**config.mk**
```make
export PLATFORM = sky130hd
export DESIGN_NAME = decu_top
export DESIGN_NICKNAME = d
export VERILOG_FILES = /design/src/core/decu_pkg.sv /design/src/core/decu_ch_if.sv /design/src/core/decu_top.sv /design/src/core/decu_channel.sv
export SDC_FILE = /design/constraint.sdc
export NUM_CORES = 1
export LEC_CHECK = 0
export ABC_AREA = 1
export ABC_CLOCK_PERIOD_IN_PS = 7000
export BUFFER_PORTS_ARGS = -buffer_cell sky130_fd_sc_hd__buf_2
export CORE_ASPECT_RATIO = 2
export CORE_MARGIN = 3
export CORE_UTILIZATION = 60
export DETAILED_ROUTE_END_ITERATION = 16
export PLACE_DENSITY_LB_ADDON = 0.1
export SYNTH_ARGS = -nofsm -noshare
export SYNTH_HDL_FRONTEND = slang
export SYNTH_SLANG_ARGS = --single-unit
```
**constraint.sdc**
```tcl
create_clock -name clk -period 7 [get_ports clk]
set_clock_uncertainty 0.1 [all_clocks]
set_input_delay 1.05 -clock clk [delete_from_list [all_inputs] [get_ports clk]]
set_output_delay 1.05 -clock clk [all_outputs]
set_load 0.02 [all_outputs]
```
**src/core/decu_pkg.sv**
```systemverilog
// Shared constants for the dual event counter unit
// How it works
// - Nonzero threshold: add one when count meets it
// - Zero threshold: add the full per-cycle count, or one per rising edge when edge flag set
// - Permit flag set: counter-read instruction allowed at any level
// - Permit flag clear: counter-read only at level 0
// - Counter-read answers without waiting on other traffic
// - Model register access only at level 0
// - Counter write: low 32 bits, sign-extend bit 31
// - Counting starts right after enable write
// - Enable clear or both setups zero stops both
// - Second setup all zero stops only second counter
// - Overflow with interrupt flag raises interrupt request
// - Two independent 40-bit counters, events or durations
// - User/kernel qualifiers gate counting by privilege level
// - Global enable at bit 22 of first setup
// - Invert flag flips the threshold comparison
package decu_pkg;
  // ----------------------------------------------------------------
  // Widths and default sizes
  // ----------------------------------------------------------------
  localparam int CNT_W        = 40;
  localparam int CFG_W        = 32;
  localparam int WR_W         = 32;
  localparam int DEF_EV_NUM   = 4;
  localparam int DEF_EV_CNT_W = 3;
  // ----------------------------------------------------------------
  // Setup register field positions
  // ----------------------------------------------------------------
  localparam int EVSEL_LSB    = 0;
  localparam int EVSEL_W      = 8;
  localparam int USR_BIT      = 16;
  localparam int OS_BIT       = 17;
  localparam int EDGE_BIT     = 18;
  localparam int INT_BIT      = 20;
  localparam int EN_BIT       = 22;
  localparam int INV_BIT      = 23;
  localparam int THR_LSB      = 24;
  localparam int THR_W        = 8;
  localparam int SIGN_BIT     = 31;
  // ----------------------------------------------------------------
  // Register selector codes on the model register port
  // ----------------------------------------------------------------
  localparam logic [1:0] SEL_SETUP_ZERO = 2'h0;
  localparam logic [1:0] SEL_SETUP_ONE  = 2'h1;
  localparam logic [1:0] SEL_COUNT_ZERO = 2'h2;
  localparam logic [1:0] SEL_COUNT_ONE  = 2'h3;
  // ----------------------------------------------------------------
  // Reset values
  // ----------------------------------------------------------------
  localparam logic [CFG_W-1:0] SETUP_RST = 32'h0000_0000;
  localparam logic [CNT_W-1:0] COUNT_RST = 40'h00_0000_0000;
endpackage

```
**src/core/decu_ch_if.sv**
```systemverilog
// Per-channel signals between the unit top and one counter channel
interface decu_ch_if;
  import decu_pkg::*;
  logic [CFG_W-1:0] cfg;
  logic             run;
  logic             cpl_zero;
  logic             wr;
  logic [WR_W-1:0]  wr_data;
  logic [CNT_W-1:0] value;
  logic             ovf;
  modport top  (output cfg, run, cpl_zero, wr, wr_data, input value, ovf);
  modport chan (input cfg, run, cpl_zero, wr, wr_data, output value, ovf);
endinterface

```
**src/core/decu_top.sv**
```systemverilog
// Dual event counter unit: setup registers, access ports, two channels
module decu_top
  import decu_pkg::*;
#(
  parameter int EV_NUM   = DEF_EV_NUM,
  parameter int EV_CNT_W = DEF_EV_CNT_W
) (
  input  wire logic                       clk,
  input  wire logic                       rst,
  input  wire logic [1:0]                 cpl,
  input  wire logic                       user_read_permit,
  input  wire logic [EV_NUM*EV_CNT_W-1:0] ev_counts,
  input  wire logic                       msr_req,
  input  wire logic                       msr_wr,
  input  wire logic [1:0]                 msr_sel,
  input  wire logic [WR_W-1:0]            msr_wdata,
  output logic                            msr_ack,
  output logic                            msr_fault,
  output logic [CNT_W-1:0]                msr_rdata,
  input  wire logic                       pmc_req,
  input  wire logic                       pmc_idx,
  output logic                            pmc_ack,
  output logic                            pmc_fault,
  output logic [CNT_W-1:0]                pmc_rdata,
  output logic                            irq_req
);
  // ----------------------------------------------------------------
  // Access decode
  // ----------------------------------------------------------------
  logic [CFG_W-1:0] setup_ff [2];
  logic [CNT_W-1:0] cnt_val  [2];
  logic [1:0]       ovf_v;

  wire cpl_zero  = (cpl == 2'h0);
  wire msr_ok    = msr_req & cpl_zero;
  wire msr_bad   = msr_req & ~cpl_zero;
  wire msr_wr_ok = msr_ok & msr_wr;
  wire pmc_ok    = pmc_req & (user_read_permit | cpl_zero);
  wire pmc_bad   = pmc_req & ~pmc_ok;

  wire [CNT_W-1:0] msr_rd_mux =
      (msr_sel == SEL_SETUP_ZERO) ? CNT_W'(setup_ff[0]) :
      (msr_sel == SEL_SETUP_ONE)  ? CNT_W'(setup_ff[1]) :
      (msr_sel == SEL_COUNT_ZERO) ? cnt_val[0] : cnt_val[1];
  wire [CNT_W-1:0] pmc_rd_mux = pmc_idx ? cnt_val[1] : cnt_val[0];

  // Global enable lives in the first setup only and gates both channels
  wire glob_en = setup_ff[0][EN_BIT];
  wire [1:0] ch_run;
  assign ch_run[0] = glob_en & (setup_ff[0] != '0);
  assign ch_run[1] = glob_en & (setup_ff[1] != '0);

  // ----------------------------------------------------------------
  // Channels
  // ----------------------------------------------------------------
  decu_ch_if chs [2] ();
  genvar i;
  generate
    for (i = 0; i < 2; i++) begin : g_ch
      assign chs[i].cfg      = setup_ff[i];
      assign chs[i].run      = ch_run[i];
      assign chs[i].cpl_zero = cpl_zero;
      assign chs[i].wr       = msr_wr_ok & (msr_sel == (i == 0 ? SEL_COUNT_ZERO
                                                               : SEL_COUNT_ONE));
      assign chs[i].wr_data  = msr_wdata;
      assign cnt_val[i]      = chs[i].value;
      assign ovf_v[i]        = chs[i].ovf & setup_ff[i][INT_BIT];
      decu_channel #(
        .EV_NUM   (EV_NUM),
        .EV_CNT_W (EV_CNT_W)
      ) u_ch (
        .clk       (clk),
        .rst       (rst),
        .ev_counts (ev_counts),
        .ch        (chs[i])
      );
    end
  endgenerate

  // ----------------------------------------------------------------
  // Setup registers
  // ----------------------------------------------------------------
  always_ff @(posedge clk) begin
    if (rst) begin
      setup_ff[0] <= SETUP_RST;
      setup_ff[1] <= SETUP_RST;
    end else if (msr_wr_ok) begin
      if (msr_sel == SEL_SETUP_ZERO) begin
        setup_ff[0] <= msr_wdata;
      end
      if (msr_sel == SEL_SETUP_ONE) begin
        setup_ff[1] <= msr_wdata;
      end
    end
  end

  // ----------------------------------------------------------------
  // Answers and interrupt
  // ----------------------------------------------------------------
  // Counter-read has its own path, so it never waits for model traffic
  always_ff @(posedge clk) begin
    if (rst) begin
      pmc_ack   <= 1'b0;
      pmc_fault <= 1'b0;
      pmc_rdata <= COUNT_RST;
    end else begin
      pmc_ack   <= pmc_ok;
      pmc_fault <= pmc_bad;
      pmc_rdata <= pmc_ok ? pmc_rd_mux : COUNT_RST;
    end
  end

  always_ff @(posedge clk) begin
    if (rst) begin
      msr_ack   <= 1'b0;
      msr_fault <= 1'b0;
      msr_rdata <= COUNT_RST;
      irq_req   <= 1'b0;
    end else begin
      msr_ack   <= msr_ok;
      msr_fault <= msr_bad;
      msr_rdata <= (msr_ok & ~msr_wr) ? msr_rd_mux : COUNT_RST;
      irq_req   <= |ovf_v;
    end
  end
endmodule // decu_top

```
**src/core/decu_channel.sv**
```systemverilog
// One 40-bit event or duration counter channel
module decu_channel
  import decu_pkg::*;
#(
  parameter int EV_NUM   = DEF_EV_NUM,
  parameter int EV_CNT_W = DEF_EV_CNT_W
) (
  input wire logic                       clk,
  input wire logic                       rst,
  input wire logic [EV_NUM*EV_CNT_W-1:0] ev_counts,
  decu_ch_if.chan                        ch
);
  localparam int IDX_W = $clog2(EV_NUM);

  initial begin
    if (EV_NUM < 2 || EV_NUM > 256 || EV_CNT_W < 1 || EV_CNT_W > THR_W) begin
      $error("decu_channel: unsupported event geometry");
    end
  end

  // ----------------------------------------------------------------
  // Event selection
  // ----------------------------------------------------------------
  logic [EV_CNT_W-1:0] ev_arr [EV_NUM];
  genvar g;
  generate
    for (g = 0; g < EV_NUM; g++) begin : g_unpack
      assign ev_arr[g] = ev_counts[g*EV_CNT_W +: EV_CNT_W];
    end
  endgenerate

  wire [EVSEL_W-1:0]  code    = ch.cfg[EVSEL_LSB +: EVSEL_W];
  wire                code_ok = ({24'h0, code} < 32'(EV_NUM));
  wire [EV_CNT_W-1:0] picked  = code_ok ? ev_arr[code[IDX_W-1:0]] : '0;

  // ----------------------------------------------------------------
  // Qualifiers and threshold
  // ----------------------------------------------------------------
  wire [THR_W-1:0] thr      = ch.cfg[THR_LSB +: THR_W];
  wire             lvl_ok   = (ch.cfg[USR_BIT] & ~ch.cpl_zero)
                            | (ch.cfg[OS_BIT] & ch.cpl_zero);
  wire [THR_W-1:0] picked_w = THR_W'(picked);
  wire             cmp      = (picked_w >= thr) ^ ch.cfg[INV_BIT];
  wire             cond     = (thr != '0) ? cmp : (picked != '0);
  logic            prev_ff;
  // Edge mode counts rising conditions only; back-to-back ones merge
  wire             edge_hit = cond & ~prev_ff;
  wire             one_hit  = ch.cfg[EDGE_BIT] ? edge_hit : cond;
  wire             use_sum  = (thr == '0) & ~ch.cfg[EDGE_BIT];
  wire [CNT_W-1:0] step     = ~(ch.run & lvl_ok) ? '0
                            : use_sum ? CNT_W'(picked)
                            : CNT_W'(one_hit);
  wire [CNT_W:0]   sum      = {1'b0, ch.value} + {1'b0, step};

  logic [CNT_W-1:0] value_ff;
  logic             ovf_ff;
  assign ch.value = value_ff;
  assign ch.ovf   = ovf_ff;

  always_ff @(posedge clk) begin
    if (rst) begin
      value_ff <= COUNT_RST;
      ovf_ff   <= 1'b0;
      prev_ff  <= 1'b0;
    end else begin
      prev_ff <= ch.run & lvl_ok & cond;
      if (ch.wr) begin
        value_ff <= {{(CNT_W-WR_W){ch.wr_data[SIGN_BIT]}}, ch.wr_data};
        ovf_ff   <= 1'b0;
      end else begin
        value_ff <= sum[CNT_W-1:0];
        ovf_ff   <= sum[CNT_W];
      end
    end
  end
endmodule // decu_channel

```
==> flow_summary.ini, run 1 <==
[critical_path]
r2r-start = setup_ff[0][39]$_DFFE_PP_
r2r_slack_ps = 2600
cp_num_buf_inv = 3
rr_worst_depth = 26
cp_max_fo = 4
critPathKind = flip-flop to flip-flop
arrival_ps = 4700
cp-start-kind = flip-flop
required_ps = 7310
cp.depth = 26
cp_common_cell = nand2_1
crit_family = simple AND/OR/NAND/NOR gates
regToRegEndpoint = g_ch[1].u_ch.ch.value[24]$_SDFF_PP0_
cpPeakStageDelay_ps = 410
worst_path_max_delay_cell = fa_1
cp-end-kind = flip-flop

[final_layout]
synthToLayoutAreaGrowth_pct = 12.5
drive_above_1_share_pct = 12.5
final_nets = 1806

[placed_design]
io_buffers = 139
place.gp.congestion = 1.06
dp_hpwl_um = 31100

[synth]
synth_seq_cells = 233
synthSimpleGateAreaFrac_pct = 27.1
synthTopCellsByArea = dfxtp_1, edfxtp_1, nand2_1, nor2_1, a21oi_1
synth_top_area_cell = dfxtp_1
synthAdderAreaFrac_pct = 1.62
seq_area_frac_synth_pct = 45.1
synth_top_family_by_area = simple AND/OR/NAND/NOR gates
synthDominantCellAreaShare_pct = 28.7
synth.cell_area_mm2 = 0.0118
synth_ff_type = dfxtp_1
async_flop_share_pct = 0
muxShareOfSynthArea_pct = 0.170
synth.most_common_cell = nand2_1
synth_area_per_cell_um2 = 7.23
yosys_warnings = 0
synth_edf_count = 64
synth.distinct_cells = 40
syn-num-nets = 1697
synth_commonest_cells = nand2_1, nor2_1, inv_1
synth_xor_area_share_pct = 2.75
syn_inst = 1628
synth_compound_area_share_pct = 14.4

[flow_run]
maxCapViolCount = 0

[timing]
rsz0062_at_grt = false
finalSetupTns_ps = 0
final-max-slew-violation-count = 0
final.min_clock_period_ps = 4400
min_period_over_period_pct = 62.8
worstMarginPinSlew_ps = 1190
slew_headroom_pct = 20.2
final-setup-viol-count = 0
timing.fmax_mhz = 227
hold_viol = 0

[clock_tree]
holdBufCountCts = 0
worstSkewPairLatency_ps = 520
post_cts_resized = 0
htreeDepth = 1
root_buffer = clkbuf_16
cts_tree = built
cts_setup_buffers = 0
cts_inserted_buffers = 21
clk_pin_slew_ps = 70
cts_sinks = 233
clockBufferDepth = 3

[detailed_routing]
drt_wl_total_um = 41400
via_count = 11677
first_iter_violations = 1147
firstDrtPassIters = 5
via_per_inst = 5.82
drc = 0
wl_per_cell_um = 20.7
ant_nets = 0

[floorplanning]
start_util_pct = 61.9
die_h_um = 204
io_pins = 140
core_area_mm2 = 0.0190
num_rows = 71
die_area_mm2 = 0.0214
dieWidth_um = 105

[power]
internal_power_w = 0.00207
combPwrFrac_pct = 6.4
switchingPower_w = 0.000670
power.density_mw_per_mm2 = 207
clock_power_share_pct = 41.2
power_frac_seq_pct = 52.4
switching_share_pct = 24.4
power_w = 0.00274
power.leakage_nw = 5.63
ir_worst_vdd_uv = 213

[global_route]
grt_overflow = 0
grt_pass1_wl_um = 62800
antenna_found_initial = 1
grtUsageTotal_pct = 38.3
grt_max_degree = 67
grt_pass1_vias = 11402

[hold_path]
min_path_type = flip-flop to flip-flop
hp-start = g_ch[1].u_ch.ch.ovf$_SDFF_PP0_
worstHoldPathCells = 2
min_to = irq_req$_SDFF_PP0_

[run_status]
status = complete, no violations
-- final cells by class --
type | instances | area [um^2]
antenna | 1 | 2.50
clock buffer | 28 | 573
clock inverter | 8 | 70.1
fill | 1654 | 5770
inverter | 203 | 762
multi-input combinational | 1126 | 5420
sequential | 233 | 5310
tap | 255 | 319
timing repair buffer | 152 | 793
-- power by group through the flow --
stage | logic [W] | clock network, W | registers, W
finish | 0.000175 | 0.00113 | 0.00144
global placement | 0.000167 | 0 | 0.00147
detailed placement | 0.000170 | 0 | 0.00147
floorplan | 0.000102 | 0 | 0.00146
CTS | 0.000171 | 0.00114 | 0.00144
global route | 0.000190 | 0.00118 | 0.00144
-- cell families after synthesis --
group | Yosys count
compound gates | 325
flops | 233
buf+inv | 269
fa+ha+maj | 14
xor+xnor | 37
simple gates | 748
mux | 2
-- worst register-to-register path, stage by stage (launching register included) --
cell      delay, ps
edfxtp_1        400
nor2_1          150
nand2_1          70
nor2_1          310
nand3_1         230
ha_1            320
o21ai_0         150
nand2_1          70
nand2_1          60
nand2_1          60
nand2_1          60
nand2_1          40
nand3_1          60
nand2_1          70
a21oi_1         240
ha_1            250
inv_1            70
fa_1            410
inv_1            90
nand2_1          80
a21oi_1         210
nand2_1         170
nor2_2          190
nand2_1          90
xor2_1          150
o21ai_1         130
inv_1            50
-- per-layer routing --
layer  GRT usage, %  vias to the layer above  routed length [um]
li1               -                     5485                   -
met1           39.7                     5329               13300
met2           68.4                      661               20800
met3           5.18                      202                3180
met4           30.6                        0                4180
met5              0                        -                   0
-- flip-flops by register name (all words and copies together), names as in the netlist --
name                flops
msr_fault               1
pmc_rdata              40
pmc_ack                 1
msr_rdata              40
pmc_fault               1
setup_ff               64
irq_req                 1
msr_ack                 1
g_ch.u_ch.ch.ovf        2
g_ch.u_ch.prev_ff       2
g_ch.u_ch.ch.value     80
-- through the flow --
stage,hold WS (ps),setup slack [ps],utilization (%),area [um^2],instances
after CTS,378,2590,69.6,13200,2005
after global placement,361,2360,66.3,12600,1969
after detailed placement,369,2260,66.3,12600,1969
after global routing,398,2130,69.7,13200,2006
final,378,2600,69.7,13200,2006
after floorplan,326,2590,-,11800,1628
-- how the worst max path moves through the flow --
stage,from,to
after detailed placement,ev_counts[7],g_ch[0].u_ch.ch.value[22]$_SDFF_PP0_
after floorplan,msr_sel[1],setup_ff[0][0]$_DFFE_PP_
after global routing,setup_ff[0][37]$_DFFE_PP_,g_ch[1].u_ch.ch.value[24]$_SDFF_PP0_
after global placement,ev_counts[7],g_ch[0].u_ch.ch.value[22]$_SDFF_PP0_
after CTS,setup_ff[0][39]$_DFFE_PP_,g_ch[1].u_ch.ch.value[24]$_SDFF_PP0_
final,setup_ff[0][39]$_DFFE_PP_,g_ch[1].u_ch.ch.value[24]$_SDFF_PP0_
-- layout by cell type, fill, tap and decap left out, types with 18 or more instances in the layout --
cell / count
a21oi_1: 149
a31oi_1: 18
buf_2: 139
clkbuf_16: 21
dfxtp_1: 169
edfxtp_1: 64
inv_1: 194
nand2_1: 378
nand3_1: 73
nand4_1: 23
nor2_1: 216
o21ai_0: 140
xor2_1: 31
(Power assumes the default switching activity.)
==> inputs of run 2 (changes only) <==
--- a/config.mk
+++ b/config.mk
@@ -6,11 +6,11 @@
 export NUM_CORES = 1
 export LEC_CHECK = 0
 export ABC_AREA = 1
-export ABC_CLOCK_PERIOD_IN_PS = 7000
+export ABC_CLOCK_PERIOD_IN_PS = 4100
 export BUFFER_PORTS_ARGS = -buffer_cell sky130_fd_sc_hd__buf_2
 export CORE_ASPECT_RATIO = 2
 export CORE_MARGIN = 3
-export CORE_UTILIZATION = 60
+export CORE_UTILIZATION = 59
 export DETAILED_ROUTE_END_ITERATION = 16
 export PLACE_DENSITY_LB_ADDON = 0.1
 export SYNTH_ARGS = -nofsm -noshare
==> constraint.sdc (replaced) <==
create_clock -name clk -period 4.1 [get_ports clk]
set_clock_uncertainty 0.1 [all_clocks]
set_input_delay 0.615 -clock clk [delete_from_list [all_inputs] [get_ports clk]]
set_output_delay 0.615 -clock clk [all_outputs]
set_load 0.02 [all_outputs]
==> flow_summary.ini, run 2 (synthesis gave the netlist of run 1 again) <==
[floorplanning]
die_area_mm2 = 0.0218
die_h_um = 206
start_util_pct = 60.5
io_pins = 140
num_rows = 72
dieWidth_um = 106
core_area_mm2 = 0.0195

[detailed_routing]
ant_nets = 0
drc = 0
via_count = 12251
firstDrtPassIters = 7
wl_per_cell_um = 22.8
first_iter_violations = 1476
drt_wl_total_um = 46700
via_per_inst = 5.97

[clock_tree]
worstSkewPairLatency_ps = 530
cts_sinks = 233
cts_tree = built
clk_pin_slew_ps = 70
holdBufCountCts = 0
htreeDepth = 1
clockBufferDepth = 3
cts_inserted_buffers = 22
root_buffer = clkbuf_16

[run_status]
status = complete, no violations

[hold_path]
min_to = pmc_fault$_SDFF_PP0_
min_path_type = input port to flip-flop
hp-start = user_read_permit
worstHoldPathCells = 2

[critical_path]
required_ps = 4430
r2r-start = setup_ff[0][32]$_DFFE_PP_
cp_common_cell = nand2_1
cp_max_fo = 4
cp-end-kind = flip-flop
r2r_slack_ps = 140
critPathKind = flip-flop to flip-flop
regToRegEndpoint = g_ch[1].u_ch.ch.value[30]$_SDFF_PP0_
cp-start-kind = flip-flop
arrival_ps = 4280
rr_worst_depth = 30
worst_path_max_delay_cell = edfxtp_1
cpPeakStageDelay_ps = 440

[power]
power.density_mw_per_mm2 = 372
switchingPower_w = 0.00124
power_frac_seq_pct = 47.7
ir_worst_vdd_uv = 346
power.leakage_nw = 5.90
internal_power_w = 0.00392
switching_share_pct = 24.0
combPwrFrac_pct = 6.4
clock_power_share_pct = 45.9

[global_route]
grt_pass1_vias = 11842
grt_overflow = 0
grtUsageTotal_pct = 41.7
grt_max_degree = 65
antenna_found_initial = 0
grt_pass1_wl_um = 67600

[final_layout]
synthToLayoutAreaGrowth_pct = 17.8
antenna_cells = 0
drive_above_1_share_pct = 16.6
final_cells = 2052
fillerInstances = 1543
layout_common_cells = nand2_1, nor2_1, inv_1, dfxtp_1, a21oi_1
final_nets = 1846
final_common_cell = nand2_1
fin_util_pct = 71.3
largest_reg_flops = 80

[timing]
hold_viol = 0
timing.fmax_mhz = 253
holdWs_ps = 159
final-setup-viol-count = 0
final.min_clock_period_ps = 3960
final-max-slew-violation-count = 0
min_period_over_period_pct = 96.5
worstMarginPinSlew_ps = 997
rsz0062_at_grt = true
finalSetupTns_ps = 0
slew_headroom_pct = 33.6

[flow_run]
maxCapViolCount = 0

[placed_design]
place.gp.congestion = 1.06
dpl.cell_count = 2002
dp_hpwl_um = 34100
io_buffers = 139
[run 2: timing repair]
item	4_1_cts	5_1_grt
buffers inserted	0	10
endpoints found under the setup margin	10	52
gates resized for setup	4	43
pin swaps	0	13
[run 2: cell type report]
| type | count | area [um^2] | area share (%) |
|---|---|---|---|
| Clock buffer | 26 | 587 | 4.23 |
| Sequential cell | 233 | 5310 | 38.2 |
| Clock inverter | 14 | 231 | 1.67 |
| Multi-Input combinational cell | 1126 | 5560 | 40.1 |
| Timing Repair Buffer | 191 | 1110 | 7.97 |
| Tap cell | 259 | 324 | 2.34 |
| Inverter | 203 | 762 | 5.49 |
[run 2: metrics by stage]
stage / setup WS (ps) / instance area (um^2) / total power [W]
2_1_floorplan: 127 / 11800 / 0.00267
3_3_place_gp: 29.3 / 12800 / 0.00279
3_5_place_dp: -84.0 / 12800 / 0.00280
4_1_cts: 5.20 / 13700 / 0.00510
5_1_grt: -92.2 / 13900 / 0.00524
6_report: 145 / 13900 / 0.00516
[run 2: critical path: cells and delay by family (launching register included)]
kind                     cells  cell delay (ps)
AO/OA/AOI/OAI                5              690
buffers and inverters        7              640
flip-flops                   1              440
AND/OR/NAND/NOR             15             1180
adder cells (fa/ha/maj)      3              770
[run 2: power groups by stage]
stage,clock (W),sequential [W],combinational [W]
2_1_floorplan,0,0.00250,0.000174
3_3_place_gp,0,0.00250,0.000286
3_5_place_dp,0,0.00251,0.000295
4_1_cts,0.00235,0.00245,0.000300
5_1_grt,0.00243,0.00246,0.000349
6_report,0.00237,0.00246,0.000329
[run 2: worst max-delay path by stage]
stage / from / endpoint / slack (ps) / cells after the start
floorplan: msr_sel[1] / setup_ff[0][0]$_DFFE_PP_ / 130 / 5
global placement: ev_counts[5] / g_ch[0].u_ch.ch.value[20]$_SDFF_PP0_ / 30 / 29
detailed placement: ev_counts[5] / g_ch[1].u_ch.ch.value[24]$_SDFF_PP0_ / -80 / 28
CTS: setup_ff[0][39]$_DFFE_PP_ / g_ch[1].u_ch.ch.value[30]$_SDFF_PP0_ / 5 / 29
global route: setup_ff[0][32]$_DFFE_PP_ / g_ch[1].u_ch.ch.value[24]$_SDFF_PP0_ / -90 / 28
finish: setup_ff[0][32]$_DFFE_PP_ / g_ch[1].u_ch.ch.value[30]$_SDFF_PP0_ / 140 / 30
[run 2: layer usage]
metal  up-vias  global-route usage [%]  part of all wire (%)
li1       5559                       -                     -
met1      5581                    41.4                    31
met2       845                    75.0                    50
met3       266                    5.31                   7.6
met4         0                    36.3                    11
met5         -                       0                     0
